### src/logic/itp_pkg.sv
// Shared constants and types for the I2C target with interrupt pulse
package itp_pkg;
   // Bus address and the byte register space seen from the I2C side
   localparam logic [6:0] TARGET_ADDR   = 7'h74;
   localparam int         USER_REGS     = 8;
   localparam logic [7:0] STATUS_IDX    = 8'h08;
   localparam logic [7:0] MASK_IDX      = 8'h09;
   localparam logic [7:0] LAST_IDX      = 8'h09;
   localparam logic [7:0] USER_RESET    = 8'h00;
   localparam logic [7:0] MASK_RESET    = 8'h00;
   localparam logic [7:0] UNMAPPED_BYTE = 8'h00;

   // Status byte layout, shared by status view, mask and edge tables
   typedef struct packed {
      logic rsv7;
      logic adapter_present;
      logic load_insert_two;
      logic load_insert_one;
      logic bus_rail_short_flag;
      logic over_temp;
      logic charge_done;
      logic rsv0;
   } itp_stat_t;

   localparam logic [7:0] EDGE_BOTH = 8'h46;
   localparam logic [7:0] RISE_ONLY = 8'h30;
   localparam logic [7:0] LEVEL_SRC = 8'h08;
   localparam logic [7:0] LATCH_SRC = 8'h30;

   // Interrupt pulse width
   localparam int PULSE_MS      = 1;
   localparam int CLK_PERIOD_PS = 4000;
   localparam int PULSE_CYCLES  = PULSE_MS * 1000000000 / CLK_PERIOD_PS;

   // APB register offsets and reset values
   localparam logic [7:0]  A_CTRL       = 8'h00;
   localparam logic [7:0]  A_IRQ_STAT   = 8'h04;
   localparam logic [7:0]  A_IRQ_MASK   = 8'h08;
   localparam logic [7:0]  A_LIVE       = 8'h0C;
   localparam logic [31:0] CTRL_RESET   = 32'h0000_0001;
   localparam logic [2:0]  IRQ_M_RESET  = 3'h0;
   localparam int          IRQ_WRITE    = 0;
   localparam int          IRQ_NACK     = 1;
   localparam int          IRQ_STOP     = 2;

   typedef enum logic [3:0] {
      S_IDLE, S_ADDR, S_AACK, S_REG, S_PACK, S_WDATA, S_DACK,
      S_RDATA, S_MACK
   } itp_state_t;
endpackage

### src/logic/itp_target.sv
// I2C target with register space, interrupt pin generator and APB port
//
// Summary of operation
// - Each byte is followed by a ninth acknowledge clock made by the master.
// - The sender frees SDA in the ack slot; the receiver holds it low.
// - The first byte after START is a 7-bit address and a direction bit.
// - An undefined register address gets a NACK and the target goes idle.
// - Multi-byte writes and reads cover consecutive registers.
// - Adapter, over-temperature and charge-done edges both pulse INT 1 ms.
// - Load-insert bits pulse INT 1 ms on a rising edge only.
// - The bus-rail short bit holds INT asserted while it is high.
// - Load-insert bits latch and clear on host read; others are live.
// - A set mask bit keeps a source off INT but its status still updates.
// - The target answers only to address 0x74 and ignores others.
// - Bytes are eight bits MSB first; the target never stretches SCL.
module itp_target #(
   parameter int PULSE_CYCLES = itp_pkg::PULSE_CYCLES,
   parameter bit INT_ACTIVE_LOW = 1'b1
) (
   // Clock and reset
   input  wire logic             clk,
   input  wire logic             arst_n,
   // APB slave
   input  wire logic             psel,
   input  wire logic             penable,
   input  wire logic             pwrite,
   input  wire logic [7:0]       paddr,
   input  wire logic [31:0]      pwdata,
   output logic      [31:0]      prdata,
   output logic                  pready,
   output logic                  pslverr,
   output logic                  irq,
   // I2C pins, open drain
   input  wire logic             scl_i,
   output logic                  scl_o,
   output logic                  scl_oe,
   input  wire logic             sda_i,
   output logic                  sda_o,
   output logic                  sda_oe,
   // Status sources and interrupt pin
   input  wire itp_pkg::itp_stat_t status_i,
   output logic                  int_o,
   output logic                  int_oe
);
   import itp_pkg::*;

   function automatic logic [31:0] pulse_next(input logic [31:0] cur,
                                              input logic fire);
      logic [31:0] r;
      r = 32'h0;
      if (fire)
         r = 32'(PULSE_CYCLES);
      else if (cur != 32'h0)
         r = cur - 32'h1;
      return r;
   endfunction

   // Two-flop synchronisers for pins and status sources
   logic [9:0] sync1;
   logic [9:0] sync2;
   logic       scl_q;
   logic       sda_q;
   logic [7:0] stat_q;

   always_ff @(posedge clk or negedge arst_n) begin
      if (!arst_n) begin
         // Status bits idle low, so no false edge after reset
         sync1  <= 10'h300;
         sync2  <= 10'h300;
         scl_q  <= 1'b1;
         sda_q  <= 1'b1;
         stat_q <= 8'h00;
      end else begin
         sync1  <= {scl_i, sda_i, status_i};
         sync2  <= sync1;
         scl_q  <= sync2[9];
         sda_q  <= sync2[8];
         stat_q <= sync2[7:0];
      end
   end

   logic       scl_s;
   logic       sda_s;
   logic [7:0] stat_s;
   logic       scl_rise;
   logic       scl_fall;
   logic       start;
   logic       stop;
   assign scl_s    = sync2[9];
   assign sda_s    = sync2[8];
   assign stat_s   = sync2[7:0] & ~8'h81;
   assign scl_rise = scl_s & ~scl_q;
   assign scl_fall = ~scl_s & scl_q;
   assign start    = scl_s & scl_q & sda_q & ~sda_s;
   assign stop     = scl_s & scl_q & ~sda_q & sda_s;

   // Interrupt sources
   logic [7:0] rise;
   logic [7:0] fall;
   logic [7:0] ev;
   logic [7:0] ev_m;
   assign rise = stat_s & ~(stat_q & ~8'h81);
   assign fall = ~stat_s & (stat_q & ~8'h81);
   assign ev   = ((rise | fall) & EDGE_BOTH) | (rise & RISE_ONLY);

   // Bus state
   itp_state_t state, next_state;
   logic [3:0]  cnt, next_cnt;
   logic [7:0]  sh, next_sh;
   logic [7:0]  ptr, next_ptr;
   logic        rw, next_rw;
   logic        next_sda_oe;
   logic [7:0]  regs [USER_REGS];
   logic [7:0]  next_regs [USER_REGS];
   logic [7:0]  mask, next_mask;
   logic [7:0]  latch, next_latch;
   logic [31:0] pulse, next_pulse;
   logic        next_int_act;
   // APB state
   logic [31:0] ctrl, next_ctrl;
   logic [2:0]  irq_st, next_irq_st;
   logic [2:0]  irq_msk, next_irq_msk;
   logic [31:0] next_prdata;
   logic        next_pready;
   logic        next_pslverr;
   logic        next_irq;
   // Events and helpers
   logic        stat_rd;
   logic        do_load;
   logic        ev_write;
   logic        ev_nack;
   logic        ev_stop;
   logic [7:0]  stat_view;
   logic [7:0]  rd_val;
   logic        acc;

   assign ev_m = ev & ~mask;

   assign stat_view = (stat_s & ~LATCH_SRC) | latch;

   always_comb begin
      rd_val = UNMAPPED_BYTE;
      if (ptr == STATUS_IDX)
         rd_val = stat_view;
      else if (ptr == MASK_IDX)
         rd_val = mask;
      else if (ptr < 8'(USER_REGS))
         rd_val = regs[ptr[2:0]];
   end

   always_comb begin
      next_state  = state;
      next_cnt    = cnt;
      next_sh     = sh;
      next_ptr    = ptr;
      next_rw     = rw;
      next_sda_oe = sda_oe;
      next_regs   = regs;
      next_mask   = mask;
      stat_rd     = 1'b0;
      do_load     = 1'b0;
      ev_write    = 1'b0;
      ev_nack     = 1'b0;
      ev_stop     = 1'b0;
      if (!ctrl[0]) begin
         next_state  = S_IDLE;
         next_sda_oe = 1'b0;
      end else if (start) begin
         next_state  = S_ADDR;
         next_cnt    = 4'h0;
         next_sda_oe = 1'b0;
      end else if (stop) begin
         ev_stop     = (state != S_IDLE);
         next_state  = S_IDLE;
         next_sda_oe = 1'b0;
      end else begin
         case (state)
            S_ADDR, S_REG, S_WDATA: begin
               if (scl_rise) begin
                  next_sh  = {sh[6:0], sda_s};
                  next_cnt = 4'(cnt + 4'h1);
               end else if (scl_fall && cnt == 4'h8) begin
                  next_cnt = 4'h0;
                  if (state == S_ADDR) begin
                     if (sh[7:1] == TARGET_ADDR) begin
                        next_rw     = sh[0];
                        next_sda_oe = 1'b1;
                        next_state  = S_AACK;
                     end else begin
                        next_state = S_IDLE;
                     end
                  end else if (state == S_REG) begin
                     if (sh <= LAST_IDX) begin
                        next_ptr    = sh;
                        next_sda_oe = 1'b1;
                        next_state  = S_PACK;
                     end else begin
                        ev_nack    = 1'b1;
                        next_state = S_IDLE;
                     end
                  end else if (ptr <= LAST_IDX) begin
                     if (ptr == MASK_IDX)
                        next_mask = sh;
                     else if (ptr < 8'(USER_REGS))
                        next_regs[ptr[2:0]] = sh;
                     next_ptr    = 8'(ptr + 8'h1);
                     ev_write    = 1'b1;
                     next_sda_oe = 1'b1;
                     next_state  = S_DACK;
                  end else begin
                     ev_nack    = 1'b1;
                     next_state = S_IDLE;
                  end
               end
            end
            S_AACK, S_PACK, S_DACK: begin
               if (scl_fall) begin
                  next_sda_oe = 1'b0;
                  if (state == S_AACK && rw)
                     do_load = 1'b1;
                  else if (state == S_AACK)
                     next_state = S_REG;
                  else
                     next_state = S_WDATA;
               end
            end
            S_RDATA: begin
               if (scl_fall) begin
                  if (cnt == 4'h8) begin
                     next_sda_oe = 1'b0;
                     next_cnt    = 4'h0;
                     next_state  = S_MACK;
                  end else begin
                     next_sh     = {sh[6:0], 1'b0};
                     next_sda_oe = ~sh[6];
                     next_cnt    = 4'(cnt + 4'h1);
                  end
               end
            end
            S_MACK: begin
               if (scl_rise)
                  next_cnt = {3'h0, sda_s};
               else if (scl_fall) begin
                  if (cnt[0])
                     next_state = S_IDLE;
                  else
                     do_load = 1'b1;
               end
            end
            default: next_state = S_IDLE;
         endcase
      end
      if (do_load) begin
         next_sh     = rd_val;
         next_sda_oe = ~rd_val[7];
         next_cnt    = 4'h1;
         next_ptr    = 8'(ptr + 8'h1);
         stat_rd     = (ptr == STATUS_IDX);
         next_state  = S_RDATA;
      end
   end

   // Interrupt pin logic; a new edge wins over a read clear
   always_comb begin
      next_latch = stat_rd ? (rise & LATCH_SRC)
                           : (latch | (rise & LATCH_SRC));
      next_pulse = pulse_next(pulse, |ev_m);
      next_int_act = (next_pulse != 32'h0) ||
                     ((stat_s & LEVEL_SRC & ~mask) != 8'h00);
   end

   // APB slave, one wait state per access
   always_comb begin
      acc          = psel & penable & pready;
      next_pready  = psel & penable & ~pready;
      next_prdata  = prdata;
      next_pslverr = 1'b0;
      next_ctrl    = ctrl;
      next_irq_msk = irq_msk;
      next_irq_st  = irq_st;
      if (acc && pwrite) begin
         if (paddr == A_CTRL)
            next_ctrl = {31'h0, pwdata[0]};
         else if (paddr == A_IRQ_MASK)
            next_irq_msk = pwdata[2:0];
         else if (paddr == A_IRQ_STAT)
            next_irq_st = irq_st & ~pwdata[2:0];
      end
      next_irq_st[IRQ_WRITE] = next_irq_st[IRQ_WRITE] | ev_write;
      next_irq_st[IRQ_NACK]  = next_irq_st[IRQ_NACK] | ev_nack;
      next_irq_st[IRQ_STOP]  = next_irq_st[IRQ_STOP] | ev_stop;
      if (next_pready) begin
         next_pslverr = 1'b0;
         case (paddr)
            A_CTRL:     next_prdata = ctrl;
            A_IRQ_STAT: next_prdata = {29'h0, irq_st};
            A_IRQ_MASK: next_prdata = {29'h0, irq_msk};
            A_LIVE:     next_prdata = {20'h0, 4'(state), ptr};
            default: begin
               next_prdata  = 32'h0;
               next_pslverr = 1'b1;
            end
         endcase
      end
      next_irq = (next_irq_st & next_irq_msk) != 3'h0;
   end

   always_ff @(posedge clk or negedge arst_n) begin
      if (!arst_n) begin
         state   <= S_IDLE;
         cnt     <= 4'h0;
         sh      <= 8'h00;
         ptr     <= 8'h00;
         rw      <= 1'b0;
         sda_oe  <= 1'b0;
         sda_o   <= 1'b0;
         scl_o   <= 1'b0;
         scl_oe  <= 1'b0;
         for (int i = 0; i < USER_REGS; i++)
            regs[i] <= USER_RESET;
         mask    <= MASK_RESET;
         latch   <= 8'h00;
         pulse   <= 32'h0;
         int_o   <= 1'b0;
         int_oe  <= 1'b0;
         ctrl    <= CTRL_RESET;
         irq_st  <= 3'h0;
         irq_msk <= IRQ_M_RESET;
         prdata  <= 32'h0;
         pready  <= 1'b0;
         pslverr <= 1'b0;
         irq     <= 1'b0;
      end else begin
         state   <= next_state;
         cnt     <= next_cnt;
         sh      <= next_sh;
         ptr     <= next_ptr;
         rw      <= next_rw;
         sda_oe  <= next_sda_oe;
         sda_o   <= 1'b0;
         // stretching never needed at this clock rate
         scl_o   <= 1'b0;
         scl_oe  <= 1'b0;
         regs    <= next_regs;
         mask    <= next_mask;
         latch   <= next_latch;
         pulse   <= next_pulse;
         int_o   <= ~INT_ACTIVE_LOW;
         int_oe  <= next_int_act;
         ctrl    <= next_ctrl;
         irq_st  <= next_irq_st;
         irq_msk <= next_irq_msk;
         prdata  <= next_prdata;
         pready  <= next_pready;
         pslverr <= next_pslverr;
         irq     <= next_irq;
      end
   end

   property p_addr_ack;
      @(posedge clk) disable iff (!arst_n)
      (state == S_AACK && scl_rise && !start && !stop) |-> sda_oe;
   endproperty
   a_addr_ack: assert property (p_addr_ack)
      else $error("address ack not driven");

   property p_nack_idle;
      @(posedge clk) disable iff (!arst_n)
      (ctrl[0] && !start && !stop && state == S_REG && scl_fall &&
       cnt == 4'h8 && sh > LAST_IDX) |=> (state == S_IDLE && !sda_oe);
   endproperty
   a_nack_idle: assert property (p_nack_idle)
      else $error("bad register address not refused");

   property p_foreign;
      @(posedge clk) disable iff (!arst_n)
      (ctrl[0] && !start && !stop && state == S_ADDR && scl_fall &&
       cnt == 4'h8 && sh[7:1] != TARGET_ADDR) |=> (state == S_IDLE);
   endproperty
   a_foreign: assert property (p_foreign)
      else $error("foreign address answered");

   property p_read_dir;
      @(posedge clk) disable iff (!arst_n)
      (ctrl[0] && !start && !stop && state == S_AACK && scl_fall && rw)
      |=> (state == S_RDATA && cnt == 4'h1);
   endproperty
   a_read_dir: assert property (p_read_dir)
      else $error("read direction not served");

   property p_step;
      @(posedge clk) disable iff (!arst_n)
      ev_write |=> (ptr == 8'($past(ptr) + 8'h1)) && (state == S_DACK);
   endproperty
   a_step: assert property (p_step)
      else $error("pointer did not step after write");

   property p_pulse;
      @(posedge clk) disable iff (!arst_n)
      (ev_m[6] || ev_m[2] || ev_m[1]) |=>
      (pulse == 32'(PULSE_CYCLES)) ##1 int_oe;
   endproperty
   a_pulse: assert property (p_pulse)
      else $error("edge did not start pulse");

   property p_no_fall;
      @(posedge clk) disable iff (!arst_n)
      ((fall & RISE_ONLY) != 8'h00 && (rise & RISE_ONLY) == 8'h00 &&
       (ev_m & ~RISE_ONLY) == 8'h00 && pulse == 32'h0) |=> pulse == 32'h0;
   endproperty
   a_no_fall: assert property (p_no_fall)
      else $error("falling insert edge raised event");

   property p_short;
      @(posedge clk) disable iff (!arst_n)
      (stat_s[3] && !mask[3]) [*2] |-> int_oe;
   endproperty
   a_short: assert property (p_short)
      else $error("short did not hold pin");

   property p_rd_clear;
      @(posedge clk) disable iff (!arst_n)
      (stat_rd && (rise & LATCH_SRC) == 8'h00) |=> latch == 8'h00;
   endproperty
   a_rd_clear: assert property (p_rd_clear)
      else $error("insert latch not cleared on read");

   property p_mask;
      @(posedge clk) disable iff (!arst_n)
      (mask[3] && pulse == 32'h0 && (ev & ~mask) == 8'h00) |=> !int_oe;
   endproperty
   a_mask: assert property (p_mask)
      else $error("masked source drove pin");
endmodule

### config.mk
export PLATFORM = sky130hd
export DESIGN_NAME = itp_target
export DESIGN_NICKNAME = d
export VERILOG_FILES = /design/src/logic/itp_pkg.sv /design/src/logic/itp_target.sv
export SDC_FILE = /design/constraint.sdc
export NUM_CORES = 1
export LEC_CHECK = 0
export BUFFER_PORTS_ARGS = -buffer_cell sky130_fd_sc_hd__buf_2
export CAP_MARGIN = 20
export CORE_ASPECT_RATIO = 0.8
export CORE_UTILIZATION = 39
export CTS_BUF_LIST = sky130_fd_sc_hd__clkbuf_8
export CTS_CLUSTER_DIAMETER = 200
export CTS_CLUSTER_SIZE = 14
export DETAILED_ROUTE_END_ITERATION = 10
export PLACE_DENSITY_LB_ADDON = 0.12
export SLEW_MARGIN = 25
export SYNTH_ARGS = -nofsm -noshare
export SYNTH_HDL_FRONTEND = slang
export SYNTH_SLANG_ARGS = --single-unit
### constraint.sdc
create_clock -name clk -period 3.3 [get_ports clk]
set_clock_uncertainty 0.2 [all_clocks]
set_input_delay 0.495 -clock clk [delete_from_list [all_inputs] [get_ports clk]]
set_output_delay 0.495 -clock clk [all_outputs]
set_load 0.01 [all_outputs]
# Word-level counts from Yosys, hierarchy flattened
# Index checks and enable logic that the tools add are counted.
[word_totals]
register_bits = 210
latch_bits = 0
ram_bits = 0
mem_bits_ro = 0
input_bits = 55
out_inout_bits = 41
elab_cells = 267
memories = 0
[classes]
addsub = 3
n_mul = 0
n_div = 0
n_lt_le_gt_ge = 5
eq_ne = 40
shift = 0
muxes = 118
n_bitwise = 41
n_reduce_logical = 30
[ops]
columns = ["cell", "n"]
rows = [
  ["$mux 8", 25],
  ["$mux 4", 24],
  ["$bwmux 64", 1],
  ["$mux 32", 2],
  ["$reduce_bool 32->1", 2],
  ["$ne 6x6->1 const B", 9],
  ["$pmux 12 s4", 1],
  ["$mux 1", 47],
  ["$eq 8x4->1 const B", 4],
  ["$sub 32x1->32 const B", 1],
  ["$mux 3", 10],
  ["$bmux 8 s3", 1],
  ["$demux 8 s3", 1],
  ["$reduce_and 9->1", 2],
  ["$eq 4x3->1 const B", 4],
  ["$le 8x4->1 const B", 2],
  ["$ne 8x8->1 const B", 2],
  ["$pmux 4 s4", 1],
  ["$pmux 8 s2", 1],
  ["$reduce_and 8->1", 2],
  ["$and 7x7->7", 2],
  ["$not 7->7", 2],
  ["$not 1->1", 13],
  ["$pmux 4 s3", 1],
  ["49 further kinds", 77],
]

# Logic depth before layout (Yosys ltp)
[logic_depth]
word_depth = 13
mapped_depth = 11
mapped_depth_nobuf = 9

# Least setup slack after synthesis
# Ideal clock, no wire load.
[synth_path]
kind = "register to register"
startpoint = "register ptr[1]"
endpoint = "register regs[10] in the netlist's numbering"
setup_time_ns = 0.125
arrival_time_ns = 2.674
required_ns = 2.975
setup_slack_ns = 0.301
path_stages_with_launch = 11
n_path_buf = 2
period_less_slack_ns = 2.999
cell_sequence = "dfrtp_1 > buf_1 > clkbuf_1 > inv_1 > ha_1 > o21ba_2 > o21ai_2 > a2111oi_4 > nand3_1 > nor2_2 > mux2_2"
[synth_between]
elab_chain_cells = 6
word_cells_on_any_way = 12
cone_classes = "order compare (4); eq/ne (1); mux (3); bitwise (2); reduce/logical (2)"
[synth_rtl]
columns = ["element", "line_no", "source"]
rows = [
  ["start: declaration", "itp_target.sv:110", "logic [7:0] ptr, next_ptr;"],
  ["start signal: assignment", "itp_target.sv:337", "ptr <= next_ptr;"],
  ["$not 3->4 (implied by the code)", "itp_target.sv:205", "next_regs[ptr[2:0]] = sh;"],
  ["$ge 4x4->1 (implied by the code) / $lt 4x1->1 (equally long branches)", "itp_target.sv:205", ""],
  ["$logic_and 1x1->1 (implied by the code)", "itp_target.sv:205", ""],
  ["$mux 8 (implied by the code)", "itp_target.sv:205", ""],
  ["$demux 8 s3", "itp_target.sv:205", ""],
  ["$bwmux 64", "itp_target.sv:205", ""],
  ["end signal: assignment", "itp_target.sv:344", "regs <= next_regs;"],
  ["end: declaration", "itp_target.sv:113", "logic [7:0] regs [USER_REGS];"],
]
# Parallel ways exist; a longest one is shown, timed or not.
# A chain may end at the register's enable or synchronous reset.

# Worst setup path after layout
[layout_path]
startpoint = "register cnt[0]"
endpoint = "register regs[11] in the netlist's numbering"
[layout_between]
elab_chain_cells = 3
[layout_rtl]
columns = ["element", "line_no", "source"]
rows = [
  ["start: declaration", "itp_target.sv:108", "logic [3:0] cnt, next_cnt;"],
  ["start signal: assignment", "itp_target.sv:335", "cnt <= next_cnt;"],
  ["$eq 4x4->1", "itp_target.sv:182", "end else if (scl_fall && cnt == 4'h8) begin"],
  ["$logic_and 1x1->1", "itp_target.sv:182", ""],
  ["$reduce_and 11->1 (no source line)", "--", ""],
]
# No other way between the ends.

==> qor.yml <==
hold_viol_final: 0
dpl.hpwl_um: 15200
synth-edff-count: 0
routedWlPerCell_um: 17.9
ys.flop_type: "dfrtp_1"
final_cell_mix: "dfrtp_1 (171), mux2_2 (84), nor2_1 (73)"
synth_top_cell_by_area: "dfrtp_1"
seqCellArea_mm2: 0.00446
dp_cells: 1175
grt_pass1_vias: 6553
cts_setup_buffers: 0
grt_usage: 0.198
drcViolationCount: 0
die_h_um: 138
final_common_cell: "dfrtp_1"
max_stage_delay_ns: 0.46
multi_input_area_mm2: 0.00416
drive_gt1_frac: 0.265
finalNonFillerCells: 1216
timing.final.ws_setup_ns: 0.353
port_buffers: 40
ys_seq_area_frac: 0.497
critPathArrivalTime_ns: 3.11
place_ws_ns: 0.395
finalSetupViolCount: 0
crit_path_cell_trace: "inv_1 > ha_1 > and3b_1 > nand4_1 > a2111oi_4 > nand3_1 > nor2_2 > buf_4 > mux2_2"
synth_top_area_frac: 0.477
syn_avg_cell_area_um2: 10.7
yosys-top-cells-area: "dfrtp_1 (48%), mux2_2 (11%), nor2_1 (3.1%)"
irDropWorstVdd_v: 0.000228
powerDensity_mw_per_mm2: 387
power_leakage_nw: 4.45
relSlewSlack: 0.519
outcome: "complete, no violations"
fmaxAchievable_mhz: 339
tns_ns: 0
cts_tree: "yes"
fp.dieW_um: 172
post_cts_resized: 0
grt_max_degree: 70
gp_congestion: 0.876
numClockSinks: 178
clkLatencyLatePin_ns: 0.48
yosysWarnings: 0
syn_area_mm2: 0.00897
antenna_found_initial: 0
clkTransAtPathRegs_ns: 0.09
synthCells: 836
pwr-share-seq: 0.568
async_flop_share: 1.00
p_comb_frac: 0.042
antenna_cells: 0
start_util: 0.399
ant_nets: 0
pwr-share-clk: 0.391
grt_pass1_wl_um: 35800
numCtsBuffers: 17
slowest_stage: "dfrtp_1"
p_switching_uw: 970
core_mm2: 0.0225
fin_crit_sh: 0.893
path_class: "reg -> reg"
ios: 96
rsz0062_at_grt: "no"
die-area_mm2: 0.0236
synth_seq_cells: 178
end_kind: "register"
swShare: 0.248
dr_total_vias: 6618
routed_wl_um: 21800
power.internal_mw: 2.94
cts.htree.levels: 4
drv_slew: 0
viasPerCell: 5.44
first_pass_iters: 4
area_growth_pct: 12.4
critPathRequiredTime_ns: 3.46
cap_violations: 0
fillers: 2144
num_rows: 49
crit_path_start_kind: "register"
fin_nets: 958
synth.distinct_cells: 80
worst_pin_slew_ns: 0.720
holdBufCountCts: 9
first_iter_violations: 471
hold_class: "in -> reg"
crit_path_max_fanout: 6
overflow: 0
clockRootBuffer: "clkbuf_8"
clockBufferDepth: 2
timing.final.crit_period_ns: 2.95
==> worst max-delay path: cells and delay by family, from the launching register on <==
kind,cells,cell delay [ns]
buffers and inverters,2,0.27
and+or+nand+nor,4,1.08
AOI/OAI and AO/OA,1,0.34
DFF,1,0.46
muxes,1,0.33
adders and majority gates,1,0.16
==> metal layers <==
metal | share of wire | wire (um) | up-vias | GRT usage
li1 | - | - | 3120 | -
met1 | 0.50 | 10800 | 3343 | 0.289
met2 | 0.45 | 9810 | 143 | 0.303
met3 | 0.045 | 992 | 12 | 0.0356
met4 | 0.0073 | 159 | 0 | 0.0456
met5 | 0 | 0 | - | 0
==> area by class of cell <==
type / instances / share of cell area
flip-flops and latches: 178 / 0.443
clock buffers: 17 / 0.0232
repair buffers: 89 / 0.0617
well taps: 306 / 0.0380
inverters: 17 / 0.00633
multi-input cells: 594 / 0.413
clock inverters: 15 / 0.0156
==> per-stage QoR <==
step / hold WS, ns / util / area (um2) / power [mW]
5_1_grt: 0.0620 / 0.448 / 10100 / 4.10
3_3_place_gp: 0.134 / 0.427 / 9600 / 2.42
6_report: 0.0953 / 0.448 / 10100 / 3.91
2_1_floorplan: -0.000591 / - / 9060 / 2.35
4_1_cts: 0.0644 / 0.448 / 10100 / 3.96
3_5_place_dp: 0.135 / 0.427 / 9600 / 2.42
==> synthesized netlist by cell type, types with 5 or more instances <==
cell type / instances
nand2_1: 57
ha_1: 6
dfrtp_1: 171
or2_2: 10
o22ai_1: 13
inv_1: 16
nor2b_1: 8
nor2_2: 5
nand3_1: 14
nand2b_1: 10
dfstp_2: 7
a22oi_1: 7
mux2_2: 84
clkbuf_1: 31
nand4_1: 8
xnor2_1: 23
mux4_2: 5
buf_2: 10
o21ai_0: 43
nor4_1: 10
a21oi_1: 30
a22o_1: 11
mux2i_1: 8
or3_1: 13
nor2_1: 73
buf_4: 26
nand3b_1: 5
nor3b_1: 6
a32oi_1: 5
nor3_1: 19
a31oi_1: 13
==> worst paths after layout <==
check | from | to | slack, ns | cells after the start
min in group asynchronous | arst_n | pslverr | 0.37 | 2
max | cnt[0] | regs[11] | 0.35 | 9
max reg2reg | cnt[0] | regs[11] | 0.35 | 9
min reg2reg | sync1[4] | sync2[4] | 0.16 | 0
min | pwdata[0] | ctrl[0] | 0.1 | 2
max in group asynchronous | arst_n | regs[18] | 1.76 | 3
==> flip-flops by register name, indices dropped and copies added (netlist names), 5 cells and up <==
signal and count:
mask 8, prdata 12, ptr 8, pulse 32, regs 64, sh 8, stat_q 5, sync1 8
sync2 8
==> logic make-up (layout without fill, tap and decap cells) <==
| group | after synthesis | after routing | synth area share |
|---|---|---|---|
| fa+ha+maj | 6 | 6 | 0.00837 |
| buf+inv | 87 | 138 | 0.0487 |
| compound gates | 172 | 172 | 0.130 |
| flops | 178 | 178 | 0.497 |
| other cells | 1 | 24 | 0.000418 |
| simple gates | 267 | 267 | 0.161 |
| mux | 98 | 98 | 0.128 |
| xor+xnor | 27 | 27 | 0.0264 |
==> power by group through the flow <==
stage	clock network, mW	registers, mW	logic, mW
4_1_cts	1.57	2.22	0.167
3_5_place_dp	0	2.26	0.158
6_report	1.53	2.22	0.162
2_1_floorplan	0	2.26	0.0931
5_1_grt	1.68	2.22	0.188
3_3_place_gp	0	2.26	0.156
(Power assumes the default switching activity.)
